`config.mk`:
```
export PLATFORM = sky130hd
export DESIGN_NAME = chg_ctrl
export DESIGN_NICKNAME = d
export VERILOG_FILES = /design/src/verilog/chg_pkg.sv /design/src/verilog/chg_sync.sv /design/src/verilog/chg_ctrl.sv
export SDC_FILE = /design/constraint.sdc
export NUM_CORES = 1
export LEC_CHECK = 0
export ABC_CLOCK_PERIOD_IN_PS = 3100
export BUFFER_PORTS_ARGS = -buffer_cell sky130_fd_sc_hd__buf_2
export CAP_MARGIN = 40
export CORE_ASPECT_RATIO = 0.6
export CORE_MARGIN = 5
export CORE_UTILIZATION = 35
export DETAILED_ROUTE_END_ITERATION = 7
export PLACE_DENSITY = 0.63
export SLEW_MARGIN = 25
export SYNTH_ARGS = -nofsm -noshare
export SYNTH_HDL_FRONTEND = slang
export SYNTH_HIERARCHICAL = 1
export SYNTH_SLANG_ARGS = --single-unit
```
`constraint.sdc`:
```
create_clock -name clk -period 3.1 [get_ports clk]
set_clock_uncertainty 0.1 [all_clocks]
set_input_delay 0.62 -clock clk [delete_from_list [all_inputs] [get_ports clk]]
set_output_delay 0.62 -clock clk [all_outputs]
set_load 0.01 [all_outputs]
```
`src/verilog/chg_pkg.sv`:
```
// Purpose: Shared constants for the charger control-pin logic
// Assumes: 100 MHz core clock
// Notes: Timer lengths in their own units, cycle counts derived here
`default_nettype none
package chg_pkg;
    localparam int CHG_CLK_MHZ = 100;
    localparam int CHG_FAULT_PULSE_US = 128;
    localparam int CHG_FAULT_PULSE_CYC = CHG_FAULT_PULSE_US * CHG_CLK_MHZ;
    localparam int CHG_T15_MIN = 15;
    localparam longint CHG_T15_CYC = longint'(CHG_T15_MIN) * 60 * 1000000 * CHG_CLK_MHZ;
    localparam int CHG_T32_SEC = 32;
    localparam longint CHG_T32_CYC = longint'(CHG_T32_SEC) * 1000000 * CHG_CLK_MHZ;
    localparam int CHG_TMR_W = 38;
    localparam int CHG_SL_W = 8;
    localparam logic [7:0] CHG_SL_RESET = 8'h00;
    localparam logic CHG_LIMIT_500 = 1'b1;
    localparam logic CHG_LIMIT_100 = 1'b0;
    typedef enum logic [1:0] {
        CHG_ST_IDLE = 2'b00,
        CHG_ST_CHARGE = 2'b01,
        CHG_ST_FAULT = 2'b10
    } chg_stat_e;
endpackage
`default_nettype wire

```
`src/verilog/chg_sync.sv`:
```
// Purpose: Two flip-flop synchroniser for a bus of pin levels
// Assumes: Single clock, active-low reset already synchronised
// Notes: First stage is read only by the second stage
`timescale 1ns/1ps
`default_nettype none
module chg_sync #(
    parameter int W = 3
) (
    input wire logic clk,
    input wire logic rst_n,
    input wire logic [W-1:0] d,
    output logic [W-1:0] q
);
    logic [W-1:0] meta_reg;
    logic [W-1:0] meta_next;
    logic [W-1:0] q_reg;
    logic [W-1:0] q_next;

    always_comb begin
        meta_next = d;
        q_next = meta_reg;
    end

    always_ff @(posedge clk or negedge rst_n) begin
        if (!rst_n) begin
            meta_reg <= '0;
            q_reg <= '0;
        end else begin
            meta_reg <= meta_next;
            q_reg <= q_next;
        end
    end

    assign q = q_reg;
endmodule
`default_nettype wire

```
`src/verilog/chg_ctrl.sv`:
```
// Purpose: Status pin, charge disable, boost/limit select and safety-limit lock
// Assumes: Register writes arrive as one-cycle strobes from the serial decoder
// Notes: Fault pulse length and timer lengths are parameters for short simulation
//
// Summary of operation
// - Status pin is pulled low while charging and released otherwise.
// - A fault sends one low pulse of 128 us on the status pin.
// - Clearing the status enable bit silences the status pin completely.
// - Charge-disable high stops charging and puts the supply input in high impedance.
// - In fifteen-minute mode, charge-disable high restarts the safety timer.
// - In thirty-two-second mode, charge-disable high leaves the timer running.
// - Active boost/select pin configured as boost enable forces boost mode.
// - The pin is ORed with serial boost requests unless its boost function is disabled.
// - After reset the pin selects input limit, high for 500 mA and low for 100 mA.
// - Safety-limit reset pin low holds limits at defaults and ignores writes.
// - With that pin high, limits are writable until any other register write locks them.
// - A safety timer with host reset backs up serial supervision.
`timescale 1ns/1ps
`default_nettype none
module chg_ctrl
    import chg_pkg::*;
#(
    parameter int FAULT_CYC = CHG_FAULT_PULSE_CYC,
    parameter longint T15_CYC = CHG_T15_CYC,
    parameter longint T32_CYC = CHG_T32_CYC,
    parameter int SL_W = CHG_SL_W
) (
    input wire logic clk,
    input wire logic nrst,
    input wire logic charge_disable_input,
    input wire logic boost_or_limit_select_pin,
    input wire logic safety_limit_reset_pin,
    input wire logic charging_active,
    input wire logic fault_event,
    input wire logic stat_enable,
    input wire logic pin_boost_cfg,
    input wire logic pin_boost_disable,
    input wire logic i2c_boost_req,
    input wire logic timer_mode_15min,
    input wire logic timer_host_reset,
    input wire logic sl_write,
    input wire logic other_write,
    input wire logic [SL_W-1:0] sl_wdata,
    output logic stat_out,
    output logic stat_oe,
    output logic charge_enable,
    output logic vbus_hiz,
    output logic boost_mode,
    output logic input_limit_500,
    output logic [SL_W-1:0] safety_limits,
    output logic safety_locked,
    output logic timer_expired
);
    logic rst_s1_reg;
    logic rst_s1_next;
    logic rst_n_reg;
    logic rst_n_next;
    logic [2:0] pins_raw;
    logic [2:0] pins_s;
    logic dis_s;
    logic sel_s;
    logic slr_s;

    // Pin boost decode is shared by the boost and limit paths
    function automatic logic pin_boost_on(input logic cfg, input logic off);
        return cfg && !off;
    endfunction

    // Reset leaves through two flops so every register quits reset on one edge
    always_comb begin
        rst_s1_next = 1'b1;
        rst_n_next = rst_s1_reg;
    end

    always_ff @(posedge clk or negedge nrst) begin
        if (!nrst) begin
            rst_s1_reg <= 1'b0;
            rst_n_reg <= 1'b0;
        end else begin
            rst_s1_reg <= rst_s1_next;
            rst_n_reg <= rst_n_next;
        end
    end

    // Pin order: disable, select, limit reset
    assign pins_raw = {charge_disable_input, boost_or_limit_select_pin, safety_limit_reset_pin};

    chg_sync #(.W(3)) u_sync (
        .clk(clk),
        .rst_n(rst_n_reg),
        .d(pins_raw),
        .q(pins_s)
    );
    assign dis_s = pins_s[2];
    assign sel_s = pins_s[1];
    assign slr_s = pins_s[0];

    // Status pin state
    chg_stat_e st_reg;
    chg_stat_e st_next;
    // Counter is wide enough for the full-length pulse, not only a short test value
    logic [31:0] pcnt_reg;
    logic [31:0] pcnt_next;
    logic stat_oe_reg;
    logic stat_oe_next;
    logic stat_out_reg;
    logic stat_out_next;

    always_comb begin
        st_next = st_reg;
        pcnt_next = pcnt_reg;
        // Open-drain data level; only the enable moves
        stat_out_next = 1'b0;
        case (st_reg)
            CHG_ST_IDLE, CHG_ST_CHARGE: begin
                if (fault_event) begin
                    st_next = CHG_ST_FAULT;
                    pcnt_next = 32'(FAULT_CYC - 1);
                end else if (charging_active) begin
                    st_next = CHG_ST_CHARGE;
                end else begin
                    st_next = CHG_ST_IDLE;
                end
            end
            CHG_ST_FAULT: begin
                if (pcnt_reg == 32'h0) begin
                    st_next = charging_active ? CHG_ST_CHARGE : CHG_ST_IDLE;
                end else begin
                    pcnt_next = pcnt_reg - 32'h1;
                end
            end
            default: begin
                st_next = CHG_ST_IDLE;
            end
        endcase
        stat_oe_next = (st_next != CHG_ST_IDLE);
        if (!stat_enable) begin
            stat_oe_next = 1'b0;
        end
    end

    always_ff @(posedge clk or negedge rst_n_reg) begin
        if (!rst_n_reg) begin
            st_reg <= CHG_ST_IDLE;
            pcnt_reg <= 32'h0;
            stat_oe_reg <= 1'b0;
            stat_out_reg <= 1'b0;
        end else begin
            st_reg <= st_next;
            pcnt_reg <= pcnt_next;
            stat_oe_reg <= stat_oe_next;
            stat_out_reg <= stat_out_next;
        end
    end

    // Charge disable, boost and limit select
    logic chg_en_reg;
    logic chg_en_next;
    logic hiz_reg;
    logic hiz_next;
    logic boost_reg;
    logic boost_next;
    logic lim_reg;
    logic lim_next;

    always_comb begin
        chg_en_next = !dis_s;
        hiz_next = dis_s;
        if (pin_boost_on(pin_boost_cfg, pin_boost_disable)) begin
            boost_next = sel_s | i2c_boost_req;
        end else begin
            boost_next = i2c_boost_req;
        end
        // Limit is frozen while the pin acts as boost enable, so boost use cannot flip it
        // limit select level
        if (pin_boost_on(pin_boost_cfg, pin_boost_disable)) begin
            lim_next = lim_reg;
        end else begin
            lim_next = sel_s ? CHG_LIMIT_500 : CHG_LIMIT_100;
        end
    end

    always_ff @(posedge clk or negedge rst_n_reg) begin
        if (!rst_n_reg) begin
            chg_en_reg <= 1'b0;
            hiz_reg <= 1'b0;
            boost_reg <= 1'b0;
            lim_reg <= CHG_LIMIT_100;
        end else begin
            chg_en_reg <= chg_en_next;
            hiz_reg <= hiz_next;
            boost_reg <= boost_next;
            lim_reg <= lim_next;
        end
    end

    // Safety timer; wide counter since 15 min at 100 MHz needs 37 bits
    logic [CHG_TMR_W-1:0] tmr_reg;
    logic [CHG_TMR_W-1:0] tmr_next;
    logic exp_reg;
    logic exp_next;
    logic dis_d_reg;
    logic dis_d_next;
    logic dis_rise;
    logic [CHG_TMR_W-1:0] tmr_limit;

    // Edge memory resets to the idle pin level, so leaving reset is no restart
    assign dis_rise = dis_s && !dis_d_reg;
    assign tmr_limit = timer_mode_15min ? CHG_TMR_W'(T15_CYC - 1) : CHG_TMR_W'(T32_CYC - 1);

    always_comb begin
        tmr_next = tmr_reg;
        exp_next = exp_reg;
        dis_d_next = dis_s;
        // Counter parks at the limit; only a restart clears the sticky flag
        // host timer reset
        if (timer_host_reset) begin
            tmr_next = '0;
            exp_next = 1'b0;
        end else if (timer_mode_15min && dis_rise) begin
            tmr_next = '0;
            exp_next = 1'b0;
        end else if (tmr_reg >= tmr_limit) begin
            exp_next = 1'b1;
        end else begin
            tmr_next = tmr_reg + 1'b1;
        end
    end

    always_ff @(posedge clk or negedge rst_n_reg) begin
        if (!rst_n_reg) begin
            tmr_reg <= '0;
            exp_reg <= 1'b0;
            dis_d_reg <= 1'b0;
        end else begin
            tmr_reg <= tmr_next;
            exp_reg <= exp_next;
            dis_d_reg <= dis_d_next;
        end
    end

    // Safety-limit register and lock
    logic [SL_W-1:0] sl_reg;
    logic [SL_W-1:0] sl_next;
    // Lock clears only through the reset pin, so software cannot reopen the limits
    logic lock_reg;
    logic lock_next;

    always_comb begin
        sl_next = sl_reg;
        lock_next = lock_reg;
        if (!slr_s) begin
            sl_next = SL_W'(CHG_SL_RESET);
            lock_next = 1'b0;
        end else begin
            if (sl_write && !lock_reg) begin
                sl_next = sl_wdata;
            end
            if (other_write) begin
                lock_next = 1'b1;
            end
        end
    end

    always_ff @(posedge clk or negedge rst_n_reg) begin
        if (!rst_n_reg) begin
            sl_reg <= SL_W'(CHG_SL_RESET);
            lock_reg <= 1'b0;
        end else begin
            sl_reg <= sl_next;
            lock_reg <= lock_next;
        end
    end

    assign stat_out = stat_out_reg;
    assign stat_oe = stat_oe_reg;
    assign charge_enable = chg_en_reg;
    assign vbus_hiz = hiz_reg;
    assign boost_mode = boost_reg;
    assign input_limit_500 = lim_reg;
    assign safety_limits = sl_reg;
    assign safety_locked = lock_reg;
    assign timer_expired = exp_reg;
endmodule
`default_nettype wire

```
Word level (Yosys, flattened, before mapping)
Index checks and enable logic that the tools add are counted.
- multiplexer cells: 21
- reduce and logical (&&, ||, !) cells: 15
- bitwise logic cells: 1
- $lt $le $gt $ge: 1
- $add $sub $neg: 2
- equal/unequal tests: 7
- operators by type and width (operator ; number):
    two-way mux 38 bit ; 3
    two-way mux 32 bit ; 2
    case mux 32 bit (2 select lines) ; 1
    adder 38 x 1 -> 38 bit (second input constant) ; 1
    >= comparator 38 x 37 -> 1 bit ; 1
    two-way mux 37 bit ; 1
    zero test 32 bit ; 1
    subtractor 32 x 1 -> 32 bit (second input constant) ; 1
    two-way mux 8 bit ; 2
    two-way mux 1 bit ; 9
    inequality test 2 bit (second input constant) ; 4
    logical AND 1 bit ; 4
    zero test 1 bit ; 4
    two-way mux 2 bit ; 2
    case mux 2 bit (2 select lines) ; 1
    nonzero test 2 bit ; 2
    inequality test 3 bit (second input constant) ; 1
    AND reduction 3 bit ; 1
    nonzero test 3 bit ; 1
    equality test 2 x 1 -> 1 bit (second input constant) ; 1
    equality test 2 bit (second input constant) ; 1
    zero test 2 bit ; 1
    OR reduction 2 bit ; 1
    OR 1 bit ; 1
- word-level logic and storage cells: 62
- bits of input ports: 23
- output and inout bits: 16
- flip-flop bits (word level): 95

Longest topological paths before layout
- depth in word-level cells: 5
- depth in mapped cells: 10

Hierarchy
Netlist, hierarchy kept.
- modules (own cells, without submodules) (module ; cells each ; instances ; area each (um^2) ; sequential area each (um^2)):
    chg_ctrl ; 526 ; 1 ; 5106.1 ; 2227.1
    chg_sync ; 6 ; 1 ; 150.1 ; 150.1

Worst setup path before layout
No wires, ideal clock.
- path kind: in2reg
- from: input timer_mode_15min
- to: register tmr_reg[22]
- data arrival time: 2.485 ns
- stages on the path: 8
- path slack: 0.437 ns
- path buffers: 1
- cells stage by stage: ha_1 a211o_1 a21oi_1 o221ai_1 o21a_2 clkbuf_1 or4_1 a21oi_1
- word-level cells in the longest chain between the ends: 3
- ends and longest elaborated chain (item ; line ; RTL):
    start, declared ; chg_ctrl.sv:39 ; input wire logic timer_mode_15min,
    two-way mux 37 bit / logical AND 1 bit (equally long branches) ; chg_ctrl.sv:209, chg_ctrl.sv:220 ;
    >= comparator 38 x 37 -> 1 bit / two-way mux 38 bit (equally long branches) ; chg_ctrl.sv:223, chg_ctrl.sv:220 ;
    inequality test 3 bit (no line) / two-way mux 38 bit (equally long branches) ; n/a ;
    end signal, assigned ; chg_ctrl.sv:236 ; tmr_reg <= tmr_next;
    end, declared ; chg_ctrl.sv:198 ; logic [CHG_TMR_W-1:0] tmr_reg;
Parallel ways exist; a longest one is shown, timed or not.
A chain may end at the register's enable or synchronous reset.

Worst setup path in the final report
- from: register tmr_reg[23]
- to: register tmr_reg[23]
- word-level cells in the longest chain between the ends: 4
- ends and longest elaborated chain (item ; line ; RTL):
    adder 38 x 1 -> 38 bit ; chg_ctrl.sv:226 ; tmr_next = tmr_reg + 1'b1;
    two-way mux 38 bit ; chg_ctrl.sv:223 ; end else if (tmr_reg >= tmr_limit) begin
    two-way mux 38 bit ; chg_ctrl.sv:220 ; end else if (timer_mode_15min && dis_rise) begin
    two-way mux 38 bit ; chg_ctrl.sv:217 ; if (timer_host_reset) begin
Parallel ways exist; a longest one is shown, timed or not. The select of a mux whose other input is x is not followed.

==> key figures <==
Outcome
  • Status: completed

Clock tree
  • H-tree depth: 3
  • Clock transition at path regs: 0.06 ns
  • Buffer levels on the longest clock path: 2
  • Clock Latency Late Sink: approximately 0.33 ns
  • CTS sink count: 95
  • CTS Buf Count: 9
  • Cts repair resizes: 0
  • CTS tree: yes
  • Postcts setup bufs: 0
  • CTS Hold Buffers Added: 1
  • CTS root buf: clkbuf_16

Power and ir drop
  • LEAKAGE: 2.519 nW
  • Worst vdd rail ir drop: 0.2541 mV
  • Pwr dens: 479.3 mW/mm^2

Setup path
  • WP data required: 3.25 ns
  • Slowest-stage cell, CP: or4_1
  • Crit path max-delay family: compound AO/OA/AOI/OAI gates
  • WS Path Type: reg2reg
  • Crit-path max FO: 47
  • Critical Path End Type: register
  • WP data arrival: 2.88 ns
  • WP buf/inv: 1
  • Worst Setup Start Kind: register
  • Delay of the slowest critical-path stage: 0.50 ns
  • Crit path top cell by count: a21oi_1
  • R2R cell count: 8
  • Critical path, cell by cell: ha_1, a211o_1, a21oi_1, o221ai_1, o21a_2, buf_12, or4_1, a21oi_1
  • WP depth: 8

Final layout
  • Fraction of layout cells with a size suffix above 1: 0.1585
  • Most common cell after layout, fill and taps aside: dfrtp_1
  • Commonest non-fill, non-tap cells in the layout: 94 x dfrtp_1, 42 x a21oi_1, 40 x nand2_1, 39 x or4_1, 38 x buf_2
  • Layout Cells excl Fill: 772
  • Filler Cell Count: ~1.4k
  • Area delta synth->final: 15.09%
  • Max reg flops: 38
  • ANT cells: 0
  • Nets: 610

Synthesis
  • Asr flop ratio synth: 1.000
  • Syn_nets: 572
  • Ys flop type: dfrtp_1
  • Syn avg cell area: ~9.9 um^2
  • Register area share after synthesis: 0.4523
  • Post-synth EDFFs: 0
  • #FFs+latches synth: 95
  • Post-Syn Area: 0.005256 mm^2
  • Yosys cell types: 65
  • Syn Inst Count: 532
  • Synth Warn #: 6

Route
  • Routed WL: 12.76 mm
  • Remaining antenna violation count after routing: 0
  • Initial drt markers: 293
  • TritonRoute pass-1 iters: 4
  • Via density: 5.706
  • WL per Instance: 16.52 um
  • DR vias: 4405
  • DRC Markers: 0

Timing
  • Fmax: 0.3667 GHz
  • Endpoints failing setup: 0
  • Max_slew headroom: 0.4722
  • Post-route minimum period: 2.727 ns
  • Setup tns final: 0 ns
  • Tcrit/Tclk final: 0.8798
  • Final Hold Vio Count: 0
  • Unrepaired setup endpoints after global routing: no
  • Slew @ Worst Pin: about 0.79 ns
  • Final Slew Violations: 0

GRT
  • Largest net degree at the start of global routing: 54
  • Initial antenna violation count: 0
  • Total Routing Usage GR: 0.1425
  • Grt ovf: 0
  • Vias in the first global route: 4151
  • First-pass GRT wire length: 20.91 mm

Floorplan
  • Num ports: 39
  • DIE HEIGHT: 104.9 um
  • Die area: 0.01765 mm^2
  • Die Wd: 168.2 um
  • Starting density of the core: 0.3602
  • FP Rows: 34
  • Core area: around 0.015 mm^2

Min path
  • Hold WC Path Type: reg2async

Place
  • Hpwl dp: 9.010 mm
  • Placed cell count: 754
  • Buffers added on ports: 37
  • Gpl congestion: 0.8878

Flow run
  • Max_cap viols: 0
[through the flow]
step	cell area (um^2)	util	worst slack [ns]	hold slack, ns	total power (W)
CTS	6033	0.4135	0.3699	0.2532	0.002933
floorplan	5256	-	0.1579	0.2244	0.001607
global placement	5708	0.3912	0.1478	0.2347	0.001712
finish	6050	0.4146	0.3728	0.2216	0.002900
detailed placement	5708	0.3912	0.04586	0.2357	0.001729
global route	6050	0.4146	0.2180	0.2673	0.003037
[cells by family after synthesis]
group           Yosys count  synth area share
mux                      16           0.03071
buf+inv                  37           0.03047
compound gates          121            0.1547
simple gates            232            0.2699
fa+ha+maj                17           0.04047
other cells               2          0.001429
flops                    95            0.4523
xor+xnor                 12           0.02000
[synthesized netlist by cell type (5+ instances only)]
cell | n | area (um^2)
nand3_1 | 28 | 140.1
o31ai_1 | 35 | 262.8
xor2_1 | 8 | 70.07
nor3_1 | 10 | 50.05
dfrtp_1 | 95 | 2377
a21oi_1 | 42 | 210.2
or3_1 | 16 | 100.1
nor2_1 | 22 | 82.58
buf_4 | 5 | 37.54
nor2b_1 | 11 | 68.82
inv_1 | 8 | 30.03
nand4_1 | 11 | 68.82
ha_1 | 17 | 212.7
o21ai_1 | 5 | 25.02
mux2i_1 | 15 | 150.1
and4_1 | 7 | 61.31
clkbuf_1 | 21 | 78.83
nand2_1 | 40 | 150.1
nand2b_1 | 9 | 56.30
and3_1 | 9 | 56.30
or4_1 | 39 | 292.8
o21ai_0 | 6 | 30.03
[worst reg2reg max path, stage by stage, from the launching register on]
cell and delay (ns):
dfrtp_1 0.45, ha_1 0.32, a211o_1 0.30, a21oi_1 0.19, o221ai_1 0.17, o21a_2 0.27, buf_12 0.18, or4_1 0.51
a21oi_1 0.17
[layer usage]
layer | GRT usage | vias up | share of wire
li1 | - | 2118 | -
met1 | 0.2157 | 2163 | 0.52
met2 | 0.2085 | 116 | 0.43
met3 | 0.03170 | 8 | 0.050
met4 | 0.03011 | 0 | 0.0083
met5 | 0 | - | 0
[area by class of cell]
cell class / instances / area, um^2 / area share
well taps: 198 / 247.7 / 0.04095
clock inverters: 3 / 68.82 / 0.01138
multi-input cells: 400 / 2719 / 0.4494
inverters: 8 / 30.03 / 0.004964
clock buffers: 12 / 246.5 / 0.04074
repair buffers: 56 / 356.6 / 0.05895
flip-flops and latches: 95 / 2381 / 0.3936
[path summary, 6_finish.rpt]
path	startpoint	endpoint	slack [ns]
max	tmr_reg[23]	tmr_reg[23]	0.37
min	rst_n_reg	pcnt_reg[7]	0.22
max reg2reg	tmr_reg[23]	tmr_reg[23]	0.37
min reg2reg	rst_n_reg	pcnt_reg[7]	0.22
max in group asynchronous	rst_n_reg	tmr_reg[31]	2.00
min in group clk	u_sync/meta_reg[1]	u_sync/q[1]	0.25
[where the power goes]
part           internal [W]  leakage [nW]  switching, W  total, W
combinational      0.000128          1.13      0.000211  0.000340
sequential          0.00129          1.23     0.0000777   0.00137
clock              0.000727         0.153      0.000461   0.00119
(Power assumes the default switching activity.)
